--- config.mk ---
export PLATFORM = sky130hd
export DESIGN_NAME = mbmcl_top
export DESIGN_NICKNAME = d
export VERILOG_FILES = /design/src/rtl/mbmcl_pkg.sv /design/src/rtl/mbmcl_swap.sv /design/src/rtl/mbmcl_top.sv
export SDC_FILE = /design/constraint.sdc
export NUM_CORES = 2
export LEC_CHECK = 0
export CAP_MARGIN = 10
export CORE_MARGIN = 4
export CORE_UTILIZATION = 25
export CTS_BUF_LIST = sky130_fd_sc_hd__clkbuf_8
export CTS_CLUSTER_SIZE = 25
export DETAILED_ROUTE_END_ITERATION = 16
export DONT_BUFFER_PORTS = 1
export SLEW_MARGIN = 20
export SYNTH_ARGS = -nofsm -noshare
export SYNTH_HDL_FRONTEND = slang
export SYNTH_HIERARCHICAL = 1
export SYNTH_SLANG_ARGS = --single-unit
--- constraint.sdc ---
create_clock -name ref_clk_in -period 5.85 [get_ports ref_clk_in]
set_input_delay 0.8775 -clock ref_clk_in [delete_from_list [all_inputs] [get_ports ref_clk_in]]
set_output_delay 0.8775 -clock ref_clk_in [all_outputs]
set_load 0.05 [all_outputs]
--- src/rtl/mbmcl_pkg.sv ---
// shared constants, codes and record layouts of the master command list
package mbmcl_pkg;
	// ==========================================================
	// list geometry
	localparam int          NCMD     = 16;
	localparam int          IDXW     = 4;
	localparam int          LENW     = 5;
	// ==========================================================
	// timing: one poll second as a cycle count
	localparam longint      ONE_SEC_NS    = 1000000000;
	localparam longint      CLK_PERIOD_NS = 5;
	localparam int unsigned SEC_CYCLES    = int'(ONE_SEC_NS / CLK_PERIOD_NS);
	localparam int          SECW          = 28;
	// ==========================================================
	// function codes
	localparam logic [7:0]  FC_RD_COIL   = 8'h01;
	localparam logic [7:0]  FC_RD_DISC   = 8'h02;
	localparam logic [7:0]  FC_RD_HOLD   = 8'h03;
	localparam logic [7:0]  FC_RD_INPUT  = 8'h04;
	localparam logic [7:0]  FC_WR_COIL   = 8'h05;
	localparam logic [7:0]  FC_WR_REG    = 8'h06;
	localparam logic [7:0]  FC_WR_COILS  = 8'h0F;
	localparam logic [7:0]  FC_WR_REGS   = 8'h10;
	// enable codes
	localparam logic [2:0]  EN_OFF       = 3'h0;
	localparam logic [2:0]  EN_POLL      = 3'h1;
	localparam logic [2:0]  EN_CHANGE    = 3'h2;
	localparam logic [2:0]  EN_POLL_NF   = 3'h3;
	localparam logic [2:0]  EN_CHANGE_NF = 3'h4;
	// swap codes
	localparam logic [1:0]  SW_NONE      = 2'h0;
	localparam logic [1:0]  SW_WORDS     = 2'h1;
	localparam logic [1:0]  SW_ALL       = 2'h2;
	localparam logic [1:0]  SW_BYTES     = 2'h3;
	// broadcast station address
	localparam logic [7:0]  NODE_BCAST   = 8'h00;
	// single-point count and register pair stride
	localparam logic [15:0] ONE_POINT    = 16'h0001;
	localparam logic [15:0] PAIR_STRIDE  = 16'h0002;
	// ==========================================================
	// load stream markers
	typedef enum logic [1:0] {
		MBMCL_LD_REC   = 2'h0,
		MBMCL_LD_START = 2'h1,
		MBMCL_LD_END   = 2'h2
	} mbmcl_ld_kind_t;
	// data range addressed by a request
	typedef enum logic [1:0] {
		MBMCL_SP_COIL  = 2'h0,
		MBMCL_SP_DISC  = 2'h1,
		MBMCL_SP_INPUT = 2'h2,
		MBMCL_SP_HOLD  = 2'h3
	} mbmcl_space_t;
	// one command list record
	typedef struct packed {
		logic [2:0]  enable;
		logic [15:0] int_addr;
		logic [15:0] poll_sec;
		logic [15:0] count;
		logic [1:0]  swap;
		logic [7:0]  node;
		logic [7:0]  func;
		logic [15:0] dev_addr;
	} mbmcl_cmd_t;
	// request handed to the serial framer
	typedef struct packed {
		logic [7:0]   node;
		logic         bcast;
		logic [7:0]   func;
		mbmcl_space_t space;
		logic         bits;
		logic         is_read;
		logic [15:0]  offset;
		logic [15:0]  count;
		logic [15:0]  int_addr;
	} mbmcl_req_t;
endpackage

--- src/rtl/mbmcl_swap.sv ---
// byte and word reordering of one received register pair
module mbmcl_swap (
	input  wire logic [31:0] data_in,
	input  wire logic [1:0]  code_in,
	output logic      [31:0] data_out
);
	// bytes 1234 sit in [31:24] [23:16] [15:8] [7:0]
	wire logic [31:0] words_x = {data_in[15:0], data_in[31:16]};
	wire logic [31:0] bytes_x = {data_in[23:16], data_in[31:24], data_in[7:0], data_in[15:8]};
	wire logic [31:0] all_x   = {data_in[7:0], data_in[15:8], data_in[23:16], data_in[31:24]};
	// select by code
	assign data_out = (code_in == mbmcl_pkg::SW_WORDS) ? words_x :   // RULE11
	                  (code_in == mbmcl_pkg::SW_ALL)   ? all_x   :   // RULE11
	                  (code_in == mbmcl_pkg::SW_BYTES) ? bytes_x :   // RULE11
	                  data_in;
endmodule

--- src/rtl/mbmcl_top.sv ---
// master command list executor: list load, poll scheduling, request build, read data store
// What this block does
// RULE1 - records are taken after the start marker until the end marker or the port command count, whichever first.
// RULE2 - enable code zero is skipped in polling but still runs on a host trigger.
// RULE3 - enable code one runs every pass with zero interval, otherwise whenever its interval timer has run out.
// RULE4 - enable code two runs only after its internal data changed, and only for write functions; a host trigger here runs it, read or write, without a change.
// RULE5 - codes three and four act as one and two with float handling suppressed.
// RULE6 - reads store slave data from the internal address upward, writes source data from it.
// RULE7 - the configuring party keeps internal addresses inside the master port register range.
// RULE8 - the poll interval is in whole seconds and a command never repeats sooner than it; here a host trigger or a change runs it regardless of its timer.
// RULE9 - single coil and single register writes always act on exactly one point.
// RULE10 - count means bit points for codes 1, 2, 15 and registers for codes 3, 4, 16.
// RULE11 - received register pairs are reordered by swap code 0 to 3.
// RULE12 - node 1 to 255 is the destination station address of the request.
// RULE13 - node zero sends a broadcast, which is only used with writes.
// RULE14 - the functions served are 1, 2, 3, 4, 5, 6, 15 and 16.
// RULE15 - the slave address goes out as a zero-based offset into the range of the function.
// RULE16 - code 4 addresses input registers, code 3 holding registers; 1, 2, 5, 15 are bit addressed.
// RULE17 - swapping applies to holding register reads only.
module mbmcl_top #(
	parameter int unsigned SEC_CYCLES = mbmcl_pkg::SEC_CYCLES
) (
	input  wire logic                       ref_clk_in,
	input  wire logic                       reset_n_in,
	input  wire logic [mbmcl_pkg::LENW-1:0] cmd_count_in,
	input  wire logic                       ld_valid_in,
	input  wire mbmcl_pkg::mbmcl_ld_kind_t  ld_kind_in,
	input  wire mbmcl_pkg::mbmcl_cmd_t      ld_rec_in,
	input  wire logic                       run_in,
	input  wire logic                       trig_in,
	input  wire logic [mbmcl_pkg::IDXW-1:0] trig_idx_in,
	input  wire logic                       chg_in,
	input  wire logic [mbmcl_pkg::IDXW-1:0] chg_idx_in,
	input  wire logic                       req_ready_in,
	input  wire logic                       done_in,
	input  wire logic                       rsp_valid_in,
	input  wire logic [31:0]                rsp_data_in,
	output logic                            req_valid_out,
	output mbmcl_pkg::mbmcl_req_t           req_out,
	output logic                            db_we_out,
	output logic [15:0]                     db_addr_out,
	output logic [31:0]                     db_data_out,
	output logic [mbmcl_pkg::LENW-1:0]      list_len_out,
	output logic                            list_loaded_out,
	output logic                            busy_out,
	output logic                            bad_cmd_out
);
	// ==========================================================
	// state and storage
	localparam int SECW = mbmcl_pkg::SECW;
	typedef enum logic [3:0] {
		ST_IDLE  = 4'b0001,
		ST_SCAN  = 4'b0010,
		ST_ISSUE = 4'b0100,
		ST_WAIT  = 4'b1000
	} mbmcl_state_t;
	mbmcl_state_t                  state_q;
	mbmcl_pkg::mbmcl_cmd_t         tbl_q [mbmcl_pkg::NCMD];
	logic [16:0]                   tmr_q [mbmcl_pkg::NCMD];
	logic [mbmcl_pkg::NCMD-1:0]    chg_q;
	logic [mbmcl_pkg::LENW-1:0]    len_q;
	logic                          loading_q, loaded_q;
	logic [mbmcl_pkg::IDXW-1:0]    idx_q, cur_q;
	logic                          trig_pend_q, by_trig_q;
	logic [mbmcl_pkg::IDXW-1:0]    trig_idx_q;
	logic [mbmcl_pkg::SECW-1:0]    sec_cnt_q;
	logic                          tick_q, bad_q;
	mbmcl_pkg::mbmcl_req_t         req_q;
	logic [1:0]                    swap_q;
	logic [15:0]                   wptr_q;
	logic                          db_we_q;
	logic [15:0]                   db_addr_q;
	logic [31:0]                   db_data_q;
	// ==========================================================
	// selection of the entry under test
	wire logic                     use_trig = trig_pend_q;
	wire logic [mbmcl_pkg::IDXW-1:0] sel    = use_trig ? trig_idx_q : idx_q;
	wire mbmcl_pkg::mbmcl_cmd_t    rec      = tbl_q[sel];
	wire logic                     pass_end = !use_trig && ({1'b0, idx_q} >= len_q);
	// function decode
	wire logic f_rd  = (rec.func == mbmcl_pkg::FC_RD_COIL) || (rec.func == mbmcl_pkg::FC_RD_DISC) ||
	                   (rec.func == mbmcl_pkg::FC_RD_HOLD) || (rec.func == mbmcl_pkg::FC_RD_INPUT);
	wire logic f_wr  = (rec.func == mbmcl_pkg::FC_WR_COIL) || (rec.func == mbmcl_pkg::FC_WR_REG) ||
	                   (rec.func == mbmcl_pkg::FC_WR_COILS) || (rec.func == mbmcl_pkg::FC_WR_REGS);
	wire logic f_one = (rec.func == mbmcl_pkg::FC_WR_COIL) || (rec.func == mbmcl_pkg::FC_WR_REG);
	wire logic f_bit = (rec.func == mbmcl_pkg::FC_RD_COIL) || (rec.func == mbmcl_pkg::FC_RD_DISC) ||
	                   (rec.func == mbmcl_pkg::FC_WR_COIL) || (rec.func == mbmcl_pkg::FC_WR_COILS);
	wire logic bcast = (rec.node == mbmcl_pkg::NODE_BCAST);
	// only known functions, and no broadcast read
	wire logic legal = (f_rd || f_wr) && !(f_rd && bcast);                   // RULE14 RULE13
	// range selection per function
	wire mbmcl_pkg::mbmcl_space_t space =
		(rec.func == mbmcl_pkg::FC_RD_INPUT) ? mbmcl_pkg::MBMCL_SP_INPUT :      // RULE16
		(rec.func == mbmcl_pkg::FC_RD_DISC)  ? mbmcl_pkg::MBMCL_SP_DISC  :
		f_bit                                ? mbmcl_pkg::MBMCL_SP_COIL  :
		                                       mbmcl_pkg::MBMCL_SP_HOLD;
	// enable decisions; float-suppressed codes schedule alike
	wire logic en_poll = (rec.enable == mbmcl_pkg::EN_POLL) || (rec.enable == mbmcl_pkg::EN_POLL_NF);       // RULE5
	wire logic en_chg  = (rec.enable == mbmcl_pkg::EN_CHANGE) || (rec.enable == mbmcl_pkg::EN_CHANGE_NF);   // RULE5
	wire logic due     = (rec.poll_sec == 16'h0000) || (tmr_q[sel] == 17'h00000);                           // RULE3
	wire logic want    = use_trig ||                                                                        // RULE2
	                     (en_poll && due) ||                                                                // RULE3
	                     (en_chg && f_wr && chg_q[sel]);                                                    // RULE4
	// no decision while leaving the scan, so flags and timers are not spent without an issue
	wire logic scan_go = (state_q == ST_SCAN) && run_in && !loading_q && !pass_end;
	wire logic fire    = scan_go && want && legal;
	wire logic reject  = scan_go && ((want && !legal) || (en_chg && !f_wr && !use_trig));
	// request as sent
	wire mbmcl_pkg::mbmcl_req_t req_d = '{
		node:     rec.node,                                                     // RULE12
		bcast:    bcast,                                                        // RULE13
		func:     rec.func,
		space:    space,
		bits:     f_bit,                                                        // RULE10
		is_read:  f_rd,
		offset:   rec.dev_addr,                                                 // RULE15
		count:    f_one ? mbmcl_pkg::ONE_POINT : rec.count,                     // RULE9 RULE10
		int_addr: rec.int_addr                                                  // RULE6
	};
	// read data reorder, holding register reads only
	wire logic [1:0]  swap_d = (rec.func == mbmcl_pkg::FC_RD_HOLD) ? rec.swap : mbmcl_pkg::SW_NONE;  // RULE17
	wire logic [31:0] rsp_sw;
	mbmcl_swap u_swap (
		.data_in  (rsp_data_in),
		.code_in  (swap_q),
		.data_out (rsp_sw)
	);
	wire logic store = (state_q == ST_WAIT) && rsp_valid_in && req_q.is_read;
	// ==========================================================
	// list load from the start marker
	always_ff @(posedge ref_clk_in or negedge reset_n_in) begin
		if (!reset_n_in) begin
			loading_q <= 1'b0;
			loaded_q  <= 1'b0;
			len_q     <= '0;
			for (int i = 0; i < mbmcl_pkg::NCMD; i++) begin
				tbl_q[i] <= '0;
			end
		end else if (ld_valid_in && ld_kind_in == mbmcl_pkg::MBMCL_LD_START) begin
			loading_q <= 1'b1;                                                  // RULE1
			loaded_q  <= 1'b0;
			len_q     <= '0;
		end else if (ld_valid_in && ld_kind_in == mbmcl_pkg::MBMCL_LD_END) begin
			loading_q <= 1'b0;                                                  // RULE1
			loaded_q  <= loading_q | loaded_q;
		end else if (ld_valid_in && loading_q && ld_kind_in == mbmcl_pkg::MBMCL_LD_REC) begin
			if (len_q < cmd_count_in && len_q < 5'(mbmcl_pkg::NCMD)) begin
				tbl_q[len_q[mbmcl_pkg::IDXW-1:0]] <= ld_rec_in;
				len_q <= len_q + 5'h01;
			end else begin
				loading_q <= 1'b0;                                              // RULE1
				loaded_q  <= 1'b1;
			end
		end
	end
	// ==========================================================
	// one-second enable pulse
	always_ff @(posedge ref_clk_in or negedge reset_n_in) begin
		if (!reset_n_in) begin
			sec_cnt_q <= '0;
			tick_q    <= 1'b0;
		end else begin
			tick_q    <= (sec_cnt_q == SECW'(SEC_CYCLES - 1));
			sec_cnt_q <= (sec_cnt_q == SECW'(SEC_CYCLES - 1)) ? '0 : sec_cnt_q + 28'h0000001;
		end
	end
	// ==========================================================
	// interval timers, reloaded one second longer than the interval so a partial second never shortens the spacing
	always_ff @(posedge ref_clk_in or negedge reset_n_in) begin
		if (!reset_n_in) begin
			for (int i = 0; i < mbmcl_pkg::NCMD; i++) begin
				tmr_q[i] <= '0;
			end
		end else begin
			for (int i = 0; i < mbmcl_pkg::NCMD; i++) begin
				if (fire && sel == i && rec.poll_sec != 16'h0000) begin
					tmr_q[i] <= {1'b0, rec.poll_sec} + 17'h00001;               // RULE8
				end else if (tick_q && tmr_q[i] != 17'h00000) begin
					tmr_q[i] <= tmr_q[i] - 17'h00001;                           // RULE8
				end
			end
		end
	end
	// ==========================================================
	// change flags: a new change wins over the clear at issue
	always_ff @(posedge ref_clk_in or negedge reset_n_in) begin
		if (!reset_n_in) begin
			chg_q <= '0;
		end else begin
			for (int i = 0; i < mbmcl_pkg::NCMD; i++) begin
				if (chg_in && chg_idx_in == i) begin
					chg_q[i] <= 1'b1;                                           // RULE4
				end else if (fire && sel == i) begin
					chg_q[i] <= 1'b0;
				end
			end
		end
	end
	// ==========================================================
	// host trigger capture; a trigger while one is pending is dropped
	always_ff @(posedge ref_clk_in or negedge reset_n_in) begin
		if (!reset_n_in) begin
			trig_pend_q <= 1'b0;
			trig_idx_q  <= '0;
		end else if (trig_in && !trig_pend_q) begin
			trig_pend_q <= 1'b1;                                                // RULE2
			trig_idx_q  <= trig_idx_in;
		end else if (scan_go && use_trig) begin
			trig_pend_q <= 1'b0;
		end
	end
	// ==========================================================
	// sequencer
	always_ff @(posedge ref_clk_in or negedge reset_n_in) begin
		if (!reset_n_in) begin
			state_q   <= ST_IDLE;
			idx_q     <= '0;
			cur_q     <= '0;
			by_trig_q <= 1'b0;
			req_q     <= '0;
			swap_q    <= mbmcl_pkg::SW_NONE;
			bad_q     <= 1'b0;
		end else begin
			bad_q <= reject;
			case (state_q)
				ST_IDLE: begin
					idx_q <= '0;
					if (run_in && loaded_q && !loading_q) begin
						state_q <= ST_SCAN;
					end
				end
				ST_SCAN: begin
					if (!run_in || loading_q) begin
						state_q <= ST_IDLE;
					end else if (pass_end) begin
						idx_q <= '0;                                            // RULE3
					end else if (fire) begin
						state_q   <= ST_ISSUE;
						cur_q     <= sel;
						by_trig_q <= use_trig;
						req_q     <= req_d;
						swap_q    <= swap_d;
					end else if (!use_trig) begin
						idx_q <= idx_q + 4'h1;                                  // RULE2
					end
				end
				ST_ISSUE: begin
					if (req_ready_in) begin
						state_q <= ST_WAIT;
					end
				end
				ST_WAIT: begin
					if (done_in) begin
						state_q <= ST_SCAN;
						if (!by_trig_q) begin
							idx_q <= idx_q + 4'h1;
						end
					end
				end
				default: begin
					state_q <= ST_IDLE;
				end
			endcase
		end
	end
	// ==========================================================
	// database write of reordered read data
	always_ff @(posedge ref_clk_in or negedge reset_n_in) begin
		if (!reset_n_in) begin
			wptr_q    <= '0;
			db_we_q   <= 1'b0;
			db_addr_q <= '0;
			db_data_q <= '0;
		end else begin
			db_we_q <= store;
			if (fire) begin
				wptr_q <= rec.int_addr;                                         // RULE6
			end else if (store) begin
				wptr_q    <= wptr_q + mbmcl_pkg::PAIR_STRIDE;
				db_addr_q <= wptr_q;                                            // RULE6
				db_data_q <= rsp_sw;                                            // RULE11
			end
		end
	end
	// ==========================================================
	// outputs
	assign req_valid_out   = (state_q == ST_ISSUE);
	assign req_out         = req_q;
	assign db_we_out       = db_we_q;
	assign db_addr_out     = db_addr_q;
	assign db_data_out     = db_data_q;
	assign list_len_out    = len_q;
	assign list_loaded_out = loaded_q;
	assign busy_out        = (state_q == ST_ISSUE) || (state_q == ST_WAIT);
	assign bad_cmd_out     = bad_q;
	// ==========================================================
	// checks
	a_req_stable: assert property (@(posedge ref_clk_in) disable iff (!reset_n_in) // request held stable while stalled
		req_valid_out && !req_ready_in |=> req_valid_out && $stable(req_out))
		else $error("request changed while stalled");
	a_single_point: assert property (@(posedge ref_clk_in) disable iff (!reset_n_in) // RULE9
		req_valid_out && (req_out.func == mbmcl_pkg::FC_WR_COIL || req_out.func == mbmcl_pkg::FC_WR_REG)
		|-> req_out.count == mbmcl_pkg::ONE_POINT)
		else $error("single write count not one");
	a_bcast_node: assert property (@(posedge ref_clk_in) disable iff (!reset_n_in) // RULE13
		req_valid_out |-> (req_out.bcast == (req_out.node == mbmcl_pkg::NODE_BCAST))
		&& !(req_out.bcast && req_out.is_read))
		else $error("broadcast flag wrong");
	a_space_map: assert property (@(posedge ref_clk_in) disable iff (!reset_n_in) // RULE16
		req_valid_out |-> (req_out.func == mbmcl_pkg::FC_RD_HOLD) ==
		(req_out.space == mbmcl_pkg::MBMCL_SP_HOLD && !req_out.bits && req_out.is_read))
		else $error("data range mismatch");
	a_swap_hold: assert property (@(posedge ref_clk_in) disable iff (!reset_n_in) // RULE17
		store && req_q.func != mbmcl_pkg::FC_RD_HOLD |=> db_we_out && db_data_out == $past(rsp_data_in))
		else $error("swap on non holding read");
	a_skip_off: assert property (@(posedge ref_clk_in) disable iff (!reset_n_in) // RULE2
		fire && rec.enable == mbmcl_pkg::EN_OFF |-> use_trig)
		else $error("disabled command polled");
	a_interval_load: assert property (@(posedge ref_clk_in) disable iff (!reset_n_in) // RULE8
		fire && rec.poll_sec != 16'h0000 |=> tmr_q[cur_q] == {1'b0, $past(rec.poll_sec)} + 17'h00001)
		else $error("interval timer not reloaded");
	a_len_bound: assert property (@(posedge ref_clk_in) disable iff (!reset_n_in) // RULE1
		$rose(len_q != 5'h00) |-> $past(loading_q))
		else $error("record taken outside load");
	a_change_wr: assert property (@(posedge ref_clk_in) disable iff (!reset_n_in) // RULE4
		fire && en_chg && !use_trig |-> f_wr && chg_q[sel])
		else $error("change command issued without change");
endmodule
## Word level (Yosys, flattened, before mapping)

Cells that the tools add are included.

| storage, ports and cells | value |
|---|---|
| register bits | 1835 |
| bits of input ports | 141 |
| output and inout port bits | 127 |
| logic and storage cells | 582 |

| cells by class | value |
|---|---|
| add/subtract/negate cells | 21 |
| magnitude comparators | 7 |
| equality and inequality tests | 63 |
| multiplexer cells | 115 |
| bitwise gates (word level) | 8 |
| reductions and logical operators | 183 |

Operator list:

| kind | count |
|---|---|
| $bwmux 1360 | 1 |
| $mux 17 | 34 |
| $bmux 85 s4 | 1 |
| $demux 85 s4 | 1 |
| $reduce_bool 17->1 | 16 |
| $sub 17x1->17 const B | 16 |
| $mux 85 | 3 |
| $mux 32 | 3 |
| $logic_and 1x1->1 | 91 |
| $reduce_bool 2->1 | 36 |
| $bmux 17 s4 | 1 |
| $eq 4x4->1 const B | 17 |
| $mux 4 | 13 |
| $mux 16 | 3 |
| $mux 1 | 43 |
| $eq 4x3->1 const B | 9 |
| $add 28x1->28 const B | 1 |
| $eq 28x28->1 const B | 1 |
| $mux 28 | 1 |
| $eq 8x3->1 const B | 3 |
| $eq 4x2->1 const B | 5 |
| $mux 5 | 4 |
| $add 16x1->17 const B | 1 |
| $logic_not 17->1 | 1 |
| other kinds (42) | 92 |

## Longest topological paths before layout

| logic depth | value |
|---|---|
| depth in word-level cells | 18 |
| gate-level depth with buffers | 27 |
| depth with buffers taken out | 13 |

## Hierarchy

The synthesis kept the hierarchy.

Modules (own cells, without submodules):

| module | times used | cells an instance | area each (um^2) | sequential area each (um^2) |
|---|---|---|---|---|
| mbmcl_top | 1 | 6807 | 86329.0 | 45920.3 |
| mbmcl_swap | 1 | 40 | 835.8 | 0.0 |

## Worst setup path after synthesis

No wires, ideal clock.

| timing path | value |
|---|---|
| path type | flip-flop to flip-flop |
| start point | register idx_q[0] (netlist name) |
| end point | register tmr_q[171] (netlist name) |
| library setup time | 0.128 ns |
| data arrival time | 4.889 ns |
| slack | 0.834 ns |
| cell stages (with the launch flop) | 27 |
| path buffers | 13 |
| clock period less this slack | 5.016 ns |
| cells stage by stage | dfrtp_1 > buf_6 > mux2_2 > buf_6 > buf_8 > buf_8 > buf_8 > buf_6 > buf_4 > buf_4 > buf_4 > mux4_2 > a22oi_1 > nand2_1 > clkbuf_1 > buf_1 > inv_1 > ha_1 > inv_1 > nor3_1 > nand4_2 > o211ai_2 > o211a_1 > buf_6 > nor3b_2 > buf_6 > mux2_1 |

| on the way | value |
|---|---|
| longest elaborated chain between the ends | 17 |
| elaborated cells between the ends (all ways) | 56 |

RTL lines:

| element | RTL line | RTL |
|---|---|---|
| start: declaration | mbmcl_top.sv:63 | `logic [mbmcl_pkg::IDXW-1:0] idx_q, cur_q;` |
| start signal: assignment | mbmcl_top.sv:244 | `idx_q <= idx_q + 4'h1;` |
| start signal: assignment | mbmcl_top.sv:256 | `idx_q <= idx_q + 4'h1;` |
| $mux 4 | mbmcl_top.sv:77 | `wire logic [mbmcl_pkg::IDXW-1:0] sel = use_trig ? trig_idx_q : idx_q;` |
| $not 4->5 (implied by the code) | mbmcl_top.sv:78, mbmcl_top.sv:100 |  |
| $bmux 85 s4 | mbmcl_top.sv:78 | `wire mbmcl_pkg::mbmcl_cmd_t rec = tbl_q[sel];` |
| $mux 85 (implied by the code) (2 in a row) | mbmcl_top.sv:78 |  |
| $eq 8x3->1 | mbmcl_top.sv:83 | `wire logic f_wr = (rec.func == mbmcl_pkg::FC_WR_COIL) \|\| (rec.func == mbmcl_pkg::FC_WR_REG) \|\|` |
| $logic_or 1x1->1 (2 in a row) | mbmcl_top.sv:83 |  |
| $logic_or 1x1->1 | mbmcl_top.sv:84 | `(rec.func == mbmcl_pkg::FC_WR_COILS) \|\| (rec.func == mbmcl_pkg::FC_WR_REGS);` |
| $logic_and 1x1->1 (2 in a row) | mbmcl_top.sv:103 | `(en_chg && f_wr && chg_q[sel]);` |
| $logic_or 1x1->1 | mbmcl_top.sv:102 | `(en_poll && due) \|\|` |
| $logic_and 1x1->1 (2 in a row) | mbmcl_top.sv:106 | `wire logic fire = scan_go && want && legal;` |
| $logic_and 1x1->1 (2 in a row) | mbmcl_top.sv:176 | `if (fire && sel == i && rec.poll_sec != 16'h0000) begin` |
| $mux 17 / $reduce_bool 2->1 (equally long branches) | - |  |
| end signal: indexed assignment | mbmcl_top.sv:177 | `tmr_q[i] <= {1'b0, rec.poll_sec} + 17'h00001;` |
| end signal: indexed assignment | mbmcl_top.sv:179 | `tmr_q[i] <= tmr_q[i] - 17'h00001;` |
| end: declaration | mbmcl_top.sv:59 | `logic [16:0] tmr_q [mbmcl_pkg::NCMD];` |

Several ways; a longest one is shown, not always the timed one. The select of a mux whose other input is x is not followed.
A chain may end at the register's enable or synchronous reset.

## Final worst setup path

| timing path | value |
|---|---|
| start point | register trig_pend_q |
| end point | register tmr_q[69] (netlist name) |

| on the way | value |
|---|---|
| longest elaborated chain between the ends | 17 |
| elaborated cells between the ends (all ways) | 56 |

RTL lines:

| element | RTL line | RTL |
|---|---|---|
| start: declaration | mbmcl_top.sv:64 | `logic trig_pend_q, by_trig_q;` |
| start signal: assignment | mbmcl_top.sv:203 | `trig_pend_q <= 1'b0;` |
| start signal: assignment | mbmcl_top.sv:206 | `trig_pend_q <= 1'b1;` |
| start signal: assignment | mbmcl_top.sv:209 | `trig_pend_q <= 1'b0;` |
| $mux 4 | mbmcl_top.sv:77 |  |
| $not 4->5 (implied by the code) | mbmcl_top.sv:78, mbmcl_top.sv:100 |  |
| $bmux 85 s4 | mbmcl_top.sv:78 |  |
| $mux 85 (implied by the code) (2 in a row) | mbmcl_top.sv:78 |  |
| $eq 8x3->1 | mbmcl_top.sv:83 |  |
| $logic_or 1x1->1 (2 in a row) | mbmcl_top.sv:83 |  |
| $logic_or 1x1->1 | mbmcl_top.sv:84 |  |
| $logic_and 1x1->1 (2 in a row) | mbmcl_top.sv:103 |  |
| $logic_or 1x1->1 | mbmcl_top.sv:102 |  |
| $logic_and 1x1->1 (2 in a row) | mbmcl_top.sv:106 |  |
| $logic_and 1x1->1 (2 in a row) | mbmcl_top.sv:176 |  |
| $mux 17 / $reduce_bool 2->1 (equally long branches) | - |  |

Several ways; a longest one is shown, not always the timed one. The select of a mux whose other input is x is not followed.

==> impl_metrics.prom <==
# TYPE chip_impl_metric gauge
chip_impl_info{name="r2r_end",value="tmr_q[69]$_DFFE_PN0P_"} 1
chip_impl_metric{name="overall_routed_net_length",unit="mm"} 274.8
chip_impl_metric{name="globalRouteOverflowTotal",unit=""} 0
chip_impl_info{name="holdPathEnd",value="tbl_q[22]$_DFFE_PN0P_"} 1
chip_impl_metric{name="worst_hold_path.num_cells",unit=""} 1
chip_impl_metric{name="timing.max_slew.rel_slack",unit="%"} 25.20
chip_impl_metric{name="ff_latch_area",unit="um2"} 45920
chip_impl_metric{name="timing.max_cap.violations",unit=""} 0
chip_impl_metric{name="multiInputGateArea",unit="um2"} 38760
chip_impl_metric{name="drt_iter0_drc",unit=""} 4642
chip_impl_metric{name="floorplan.core_area",unit="um2"} 346700
chip_impl_metric{name="postSynthCellCount",unit=""} 6847
chip_impl_metric{name="fp-row-count",unit=""} 216
chip_impl_metric{name="antenna_left",unit=""} 0
chip_impl_metric{name="wl_per_cell",unit="um"} 23.40
chip_impl_metric{name="crit_path_max_fanout",unit=""} 29
chip_impl_metric{name="drc",unit=""} 0
chip_impl_info{name="criticalPathCategory",value="reg2reg"} 1
chip_impl_metric{name="fin_tns_setup",unit="ns"} 0
chip_impl_metric{name="final_nets",unit=""} 7098
chip_impl_info{name="r2r-start",value="trig_pend_q$_DFFE_PN0P_"} 1
chip_impl_metric{name="synthesis.yosys.warnings",unit=""} 6
chip_impl_metric{name="largest_net_degree_at_the_start_of_global_routing",unit=""} 240
chip_impl_info{name="worst_path_max_delay_cell",value="o211a_2"} 1
chip_impl_metric{name="power.leakage",unit="nW"} 43.19
chip_impl_metric{name="gp_congestion",unit=""} 0.8366
chip_impl_metric{name="start_util",unit="%"} 25.14
chip_impl_metric{name="synth_edf_count",unit=""} 0
chip_impl_metric{name="setup_viol",unit=""} 0
chip_impl_metric{name="grt.total_usage",unit="%"} 14.94
chip_impl_metric{name="reg2reg_depth",unit=""} 14
chip_impl_metric{name="synth-seq-cells",unit=""} 1835
chip_impl_info{name="commonest_non_fill_non_tap_cell_in_the_layout",value="dfrtp_1"} 1
chip_impl_metric{name="filler_cell_count",unit=""} 34940
chip_impl_info{name="synth_top_family_by_area",value="multiplexers"} 1
chip_impl_info{name="sort_of_element_at_the_start_of_the_critical_path",value="register"} 1
chip_impl_metric{name="drtPass1Iterations",unit=""} 6
chip_impl_metric{name="synth_fa_ha_area_share",unit="%"} 0.4737
chip_impl_metric{name="synth_simple_gate_area_share",unit="%"} 9.056
chip_impl_metric{name="fmax",unit="GHz"} 0.1780
chip_impl_metric{name="report.final.slew_viol_count",unit=""} 0
chip_impl_metric{name="cts.sinks",unit=""} 1835
chip_impl_metric{name="synth.net_count",unit=""} 7021
chip_impl_metric{name="design.portCount",unit=""} 268
chip_impl_metric{name="required",unit="ns"} 6.63
chip_impl_metric{name="worst_ep_arrival_time",unit="ns"} 6.40
chip_impl_info{name="cts_tree",value="built"} 1
chip_impl_metric{name="area_growth_syn_to_layout",unit="%"} 15.05
chip_impl_metric{name="dp.final_hpwl",unit="mm"} 162.1
chip_impl_metric{name="full_die_area",unit="um2"} 358200
chip_impl_info{name="root_buffer",value="clkbuf_8"} 1
chip_impl_metric{name="clkTransAtPathRegs",unit="ns"} 0.06
chip_impl_metric{name="worst_ir_drop_vdd",unit="uV"} 397.1
chip_impl_metric{name="synth.area.mux_share",unit="%"} 28.15
chip_impl_info{name="status",value="finished clean"} 1
chip_impl_metric{name="timing.final.crit_period",unit="ns"} 5.618
chip_impl_metric{name="yosys.area_share.xor_xnor",unit="%"} 2.874
chip_impl_info{name="worstHoldPathType",value="in2reg"} 1
chip_impl_metric{name="critical_path.max_stage_delay",unit="ns"} 0.69
chip_impl_metric{name="postSynth.asyncResetShare",unit="%"} 100.0
chip_impl_metric{name="via_count_of_the_first_global_routing_pass",unit=""} 61360
chip_impl_info{name="rsz0062_at_grt",value="no"} 1
chip_impl_info{name="end_kind",value="register"} 1
chip_impl_metric{name="post-cts-setup-buffers",unit=""} 0
chip_impl_info{name="timing.hold.worst.start",value="ld_rec_in[22]"} 1
chip_impl_metric{name="via_per_inst",unit=""} 4.945
chip_impl_metric{name="cts_max_level",unit=""} 5
chip_impl_metric{name="max_slew.worst_pin.slew",unit="ns"} 1.119
chip_impl_metric{name="layout-drive-gt1-share",unit="%"} 33.10
chip_impl_metric{name="floorplan.die.height",unit="um"} 598.5
chip_impl_info{name="ys.flop_type",value="dfrtp_1"} 1
chip_impl_info{name="timing.critical_path.mode_cell",value="buf_4"} 1
chip_impl_metric{name="numCtsBuffers",unit=""} 313
chip_impl_metric{name="syn_area",unit="um2"} 87160
chip_impl_metric{name="average_size_of_a_mapped_cell",unit="um2"} 12.73
chip_impl_info{name="layout_common_cells",value="dfrtp_1 (1,832), mux2_2 (1,394), nand2_1 (656)"} 1
chip_impl_metric{name="worst_skew_pair_later_pin_latency",unit="ns"} 0.99
chip_impl_metric{name="yosys.cell_types.count",unit=""} 84
chip_impl_metric{name="wire_length_of_the_first_global_routing_pass",unit="mm"} 409.2
chip_impl_metric{name="synth_compound_gate_area_share",unit="%"} 3.492
chip_impl_metric{name="period_share",unit="%"} 96.03
chip_impl_metric{name="cts_max_path_buffers",unit=""} 4
chip_impl_metric{name="die_width",unit="um"} 598.5
chip_impl_metric{name="r2r_slack",unit="ns"} 0.23
chip_impl_metric{name="worst_clk_skew",unit="ns"} 0.1422
chip_impl_info{name="critical_path.startpoint",value="trig_pend_q$_DFFE_PN0P_"} 1
chip_impl_metric{name="yosysSeqAreaShare",unit="%"} 52.68
chip_impl_info{name="cp_cell_sequence",value="buf_4 -> mux2_8 -> buf_4 -> mux4_2 -> and2_1 -> or4b_1 -> xor2_1 -> nand3_1 -> a311oi_1 -> o211a_2 -> buf_4 -> nand4_1 -> buf_4 -> mux2_1"} 1
chip_impl_metric{name="final_core_utilization",unit="%"} 28.92
chip_impl_metric{name="final-hold-violation-count",unit=""} 0
chip_impl_metric{name="dr_total_vias",unit=""} 58070
chip_impl_metric{name="number_of_i_o_port_buffers",unit=""} 0
chip_impl_metric{name="power.density_cell_area",unit="nW/um2"} 396.4
chip_impl_metric{name="initial_antenna_violation_count",unit=""} 22
cell type report:
cell class / count / share of cell area [%]
sequential: 1835 / 45.79
multi-input combinational: 4411 / 38.65
tap: 4578 / 5.712
clock buffer: 400 / 5.490
timing repair buffer: 278 / 3.077
clock inverter: 137 / 0.9133
inverter: 85 / 0.3182
antenna: 19 / 0.04741
power by group:
group	switching (mW)	internal, mW
combinational	7.44	4.28
sequential	1.73	14.4
clock	5.42	6.54
total	14.6	25.2
metal layers:
metal	part of all wire, %	wire (um)	global-route usage [%]	vias up
met4	5.1	14070	6.744	8
li1	-	-	-	24830
met5	0.017	46	0	-
met1	40	109700	18.18	30730
met2	49	133800	25.37	1865
met3	6.2	17150	3.134	626
worst max-delay path, delay by kind of cell (launching register included):
family / cells / cell delay [ns]
AO/OA/AOI/OAI: 2 / 1.34
multiplexers: 3 / 1.13
buffers and inverters: 4 / 1.11
AND/OR/NAND/NOR: 4 / 1.01
flip-flops: 1 / 0.53
XOR/XNOR: 1 / 0.29
state kept, by name, summed over array words and instances, names as in the netlist:
name,flops
tbl_q,1360
tmr_q,272
req_out,69
db_data_out,32
sec_cnt_q,28
chg_q,16
db_addr_out,16
wptr_q,16
list_len_out,5
idx_q,4
state_q,4
trig_idx_q,4
swap_q,2
bad_cmd_out,1
by_trig_q,1
db_we_out,1
list_loaded_out,1
loading_q,1
tick_q,1
trig_pend_q,1
repair_timing:
item / in CTS / in global routing
hold buffers: 96 / 0
setup endpoints to repair: 0 / 31
resized for setup: 0 / 1
endpoints found under the hold margin: 748 / 0
per-stage QoR:
step	total power [mW]	cells	hold slack (ns)	area [um2]	setup WS, ns
floorplan	23.07	6847	0.4477	87160	0.8335
global placement	27.57	11080	0.4693	92620	0.2749
detailed placement	27.83	11090	0.4824	92700	0.2003
CTS	40.08	11720	0.0001485	100100	0.1469
global route	41.52	11730	0.007038	100300	0.01602
finish	39.75	11740	0.08031	100300	0.2320
synthesized netlist by cell type (21+ instances only):
master / instances / area (um2)
or3_1: 36 / 225.2
o31ai_1: 26 / 195.2
nand2_1: 656 / 2462
dfrtp_1: 1834 / 45890
nor3_1: 113 / 565.5
buf_2: 46 / 230.2
mux2i_1: 334 / 3343
a22oi_1: 90 / 675.7
clkbuf_1: 352 / 1321
nand4_1: 35 / 219.0
ha_1: 33 / 412.9
or4_1: 42 / 315.3
mux2_2: 1396 / 15720
xnor2_1: 188 / 1647
a21oi_1: 118 / 590.6
nand3_1: 345 / 1727
or2_2: 25 / 156.4
o22ai_1: 32 / 200.2
o21ai_0: 77 / 385.4
buf_6: 40 / 450.4
mux4_2: 231 / 5202
xor2_1: 98 / 858.3
inv_1: 85 / 319.1
buf_1: 44 / 165.2
nor2_1: 179 / 671.9
nor4_1: 101 / 631.9
buf_4: 21 / 157.7
a41oi_1: 31 / 271.5
worst max-delay path by stage:
stage / endpoint / slack [ns] / cells past startpoint
after floorplan: tmr_q[171]$_DFFE_PN0P_ / 0.83 / 26
after global placement: req_out[50]$_DFFE_PN0P_ / 0.27 / 12
after detailed placement: req_out[50]$_DFFE_PN0P_ / 0.20 / 12
after CTS: tmr_q[69]$_DFFE_PN0P_ / 0.15 / 13
after global routing: tmr_q[69]$_DFFE_PN0P_ / 0.02 / 16
final: tmr_q[69]$_DFFE_PN0P_ / 0.23 / 14
kinds of logic after synthesis:
| family | count (synthesis) |
|---|---|
| muxes | 1980 |
| DFF | 1835 |
| and+or+nand+nor | 1650 |
| buffers and inverters | 601 |
| AOI/OAI and AO/OA | 462 |
| xor gates and xnor gates | 286 |
| adders and majority gates | 33 |
(Power assumes the default switching activity.)
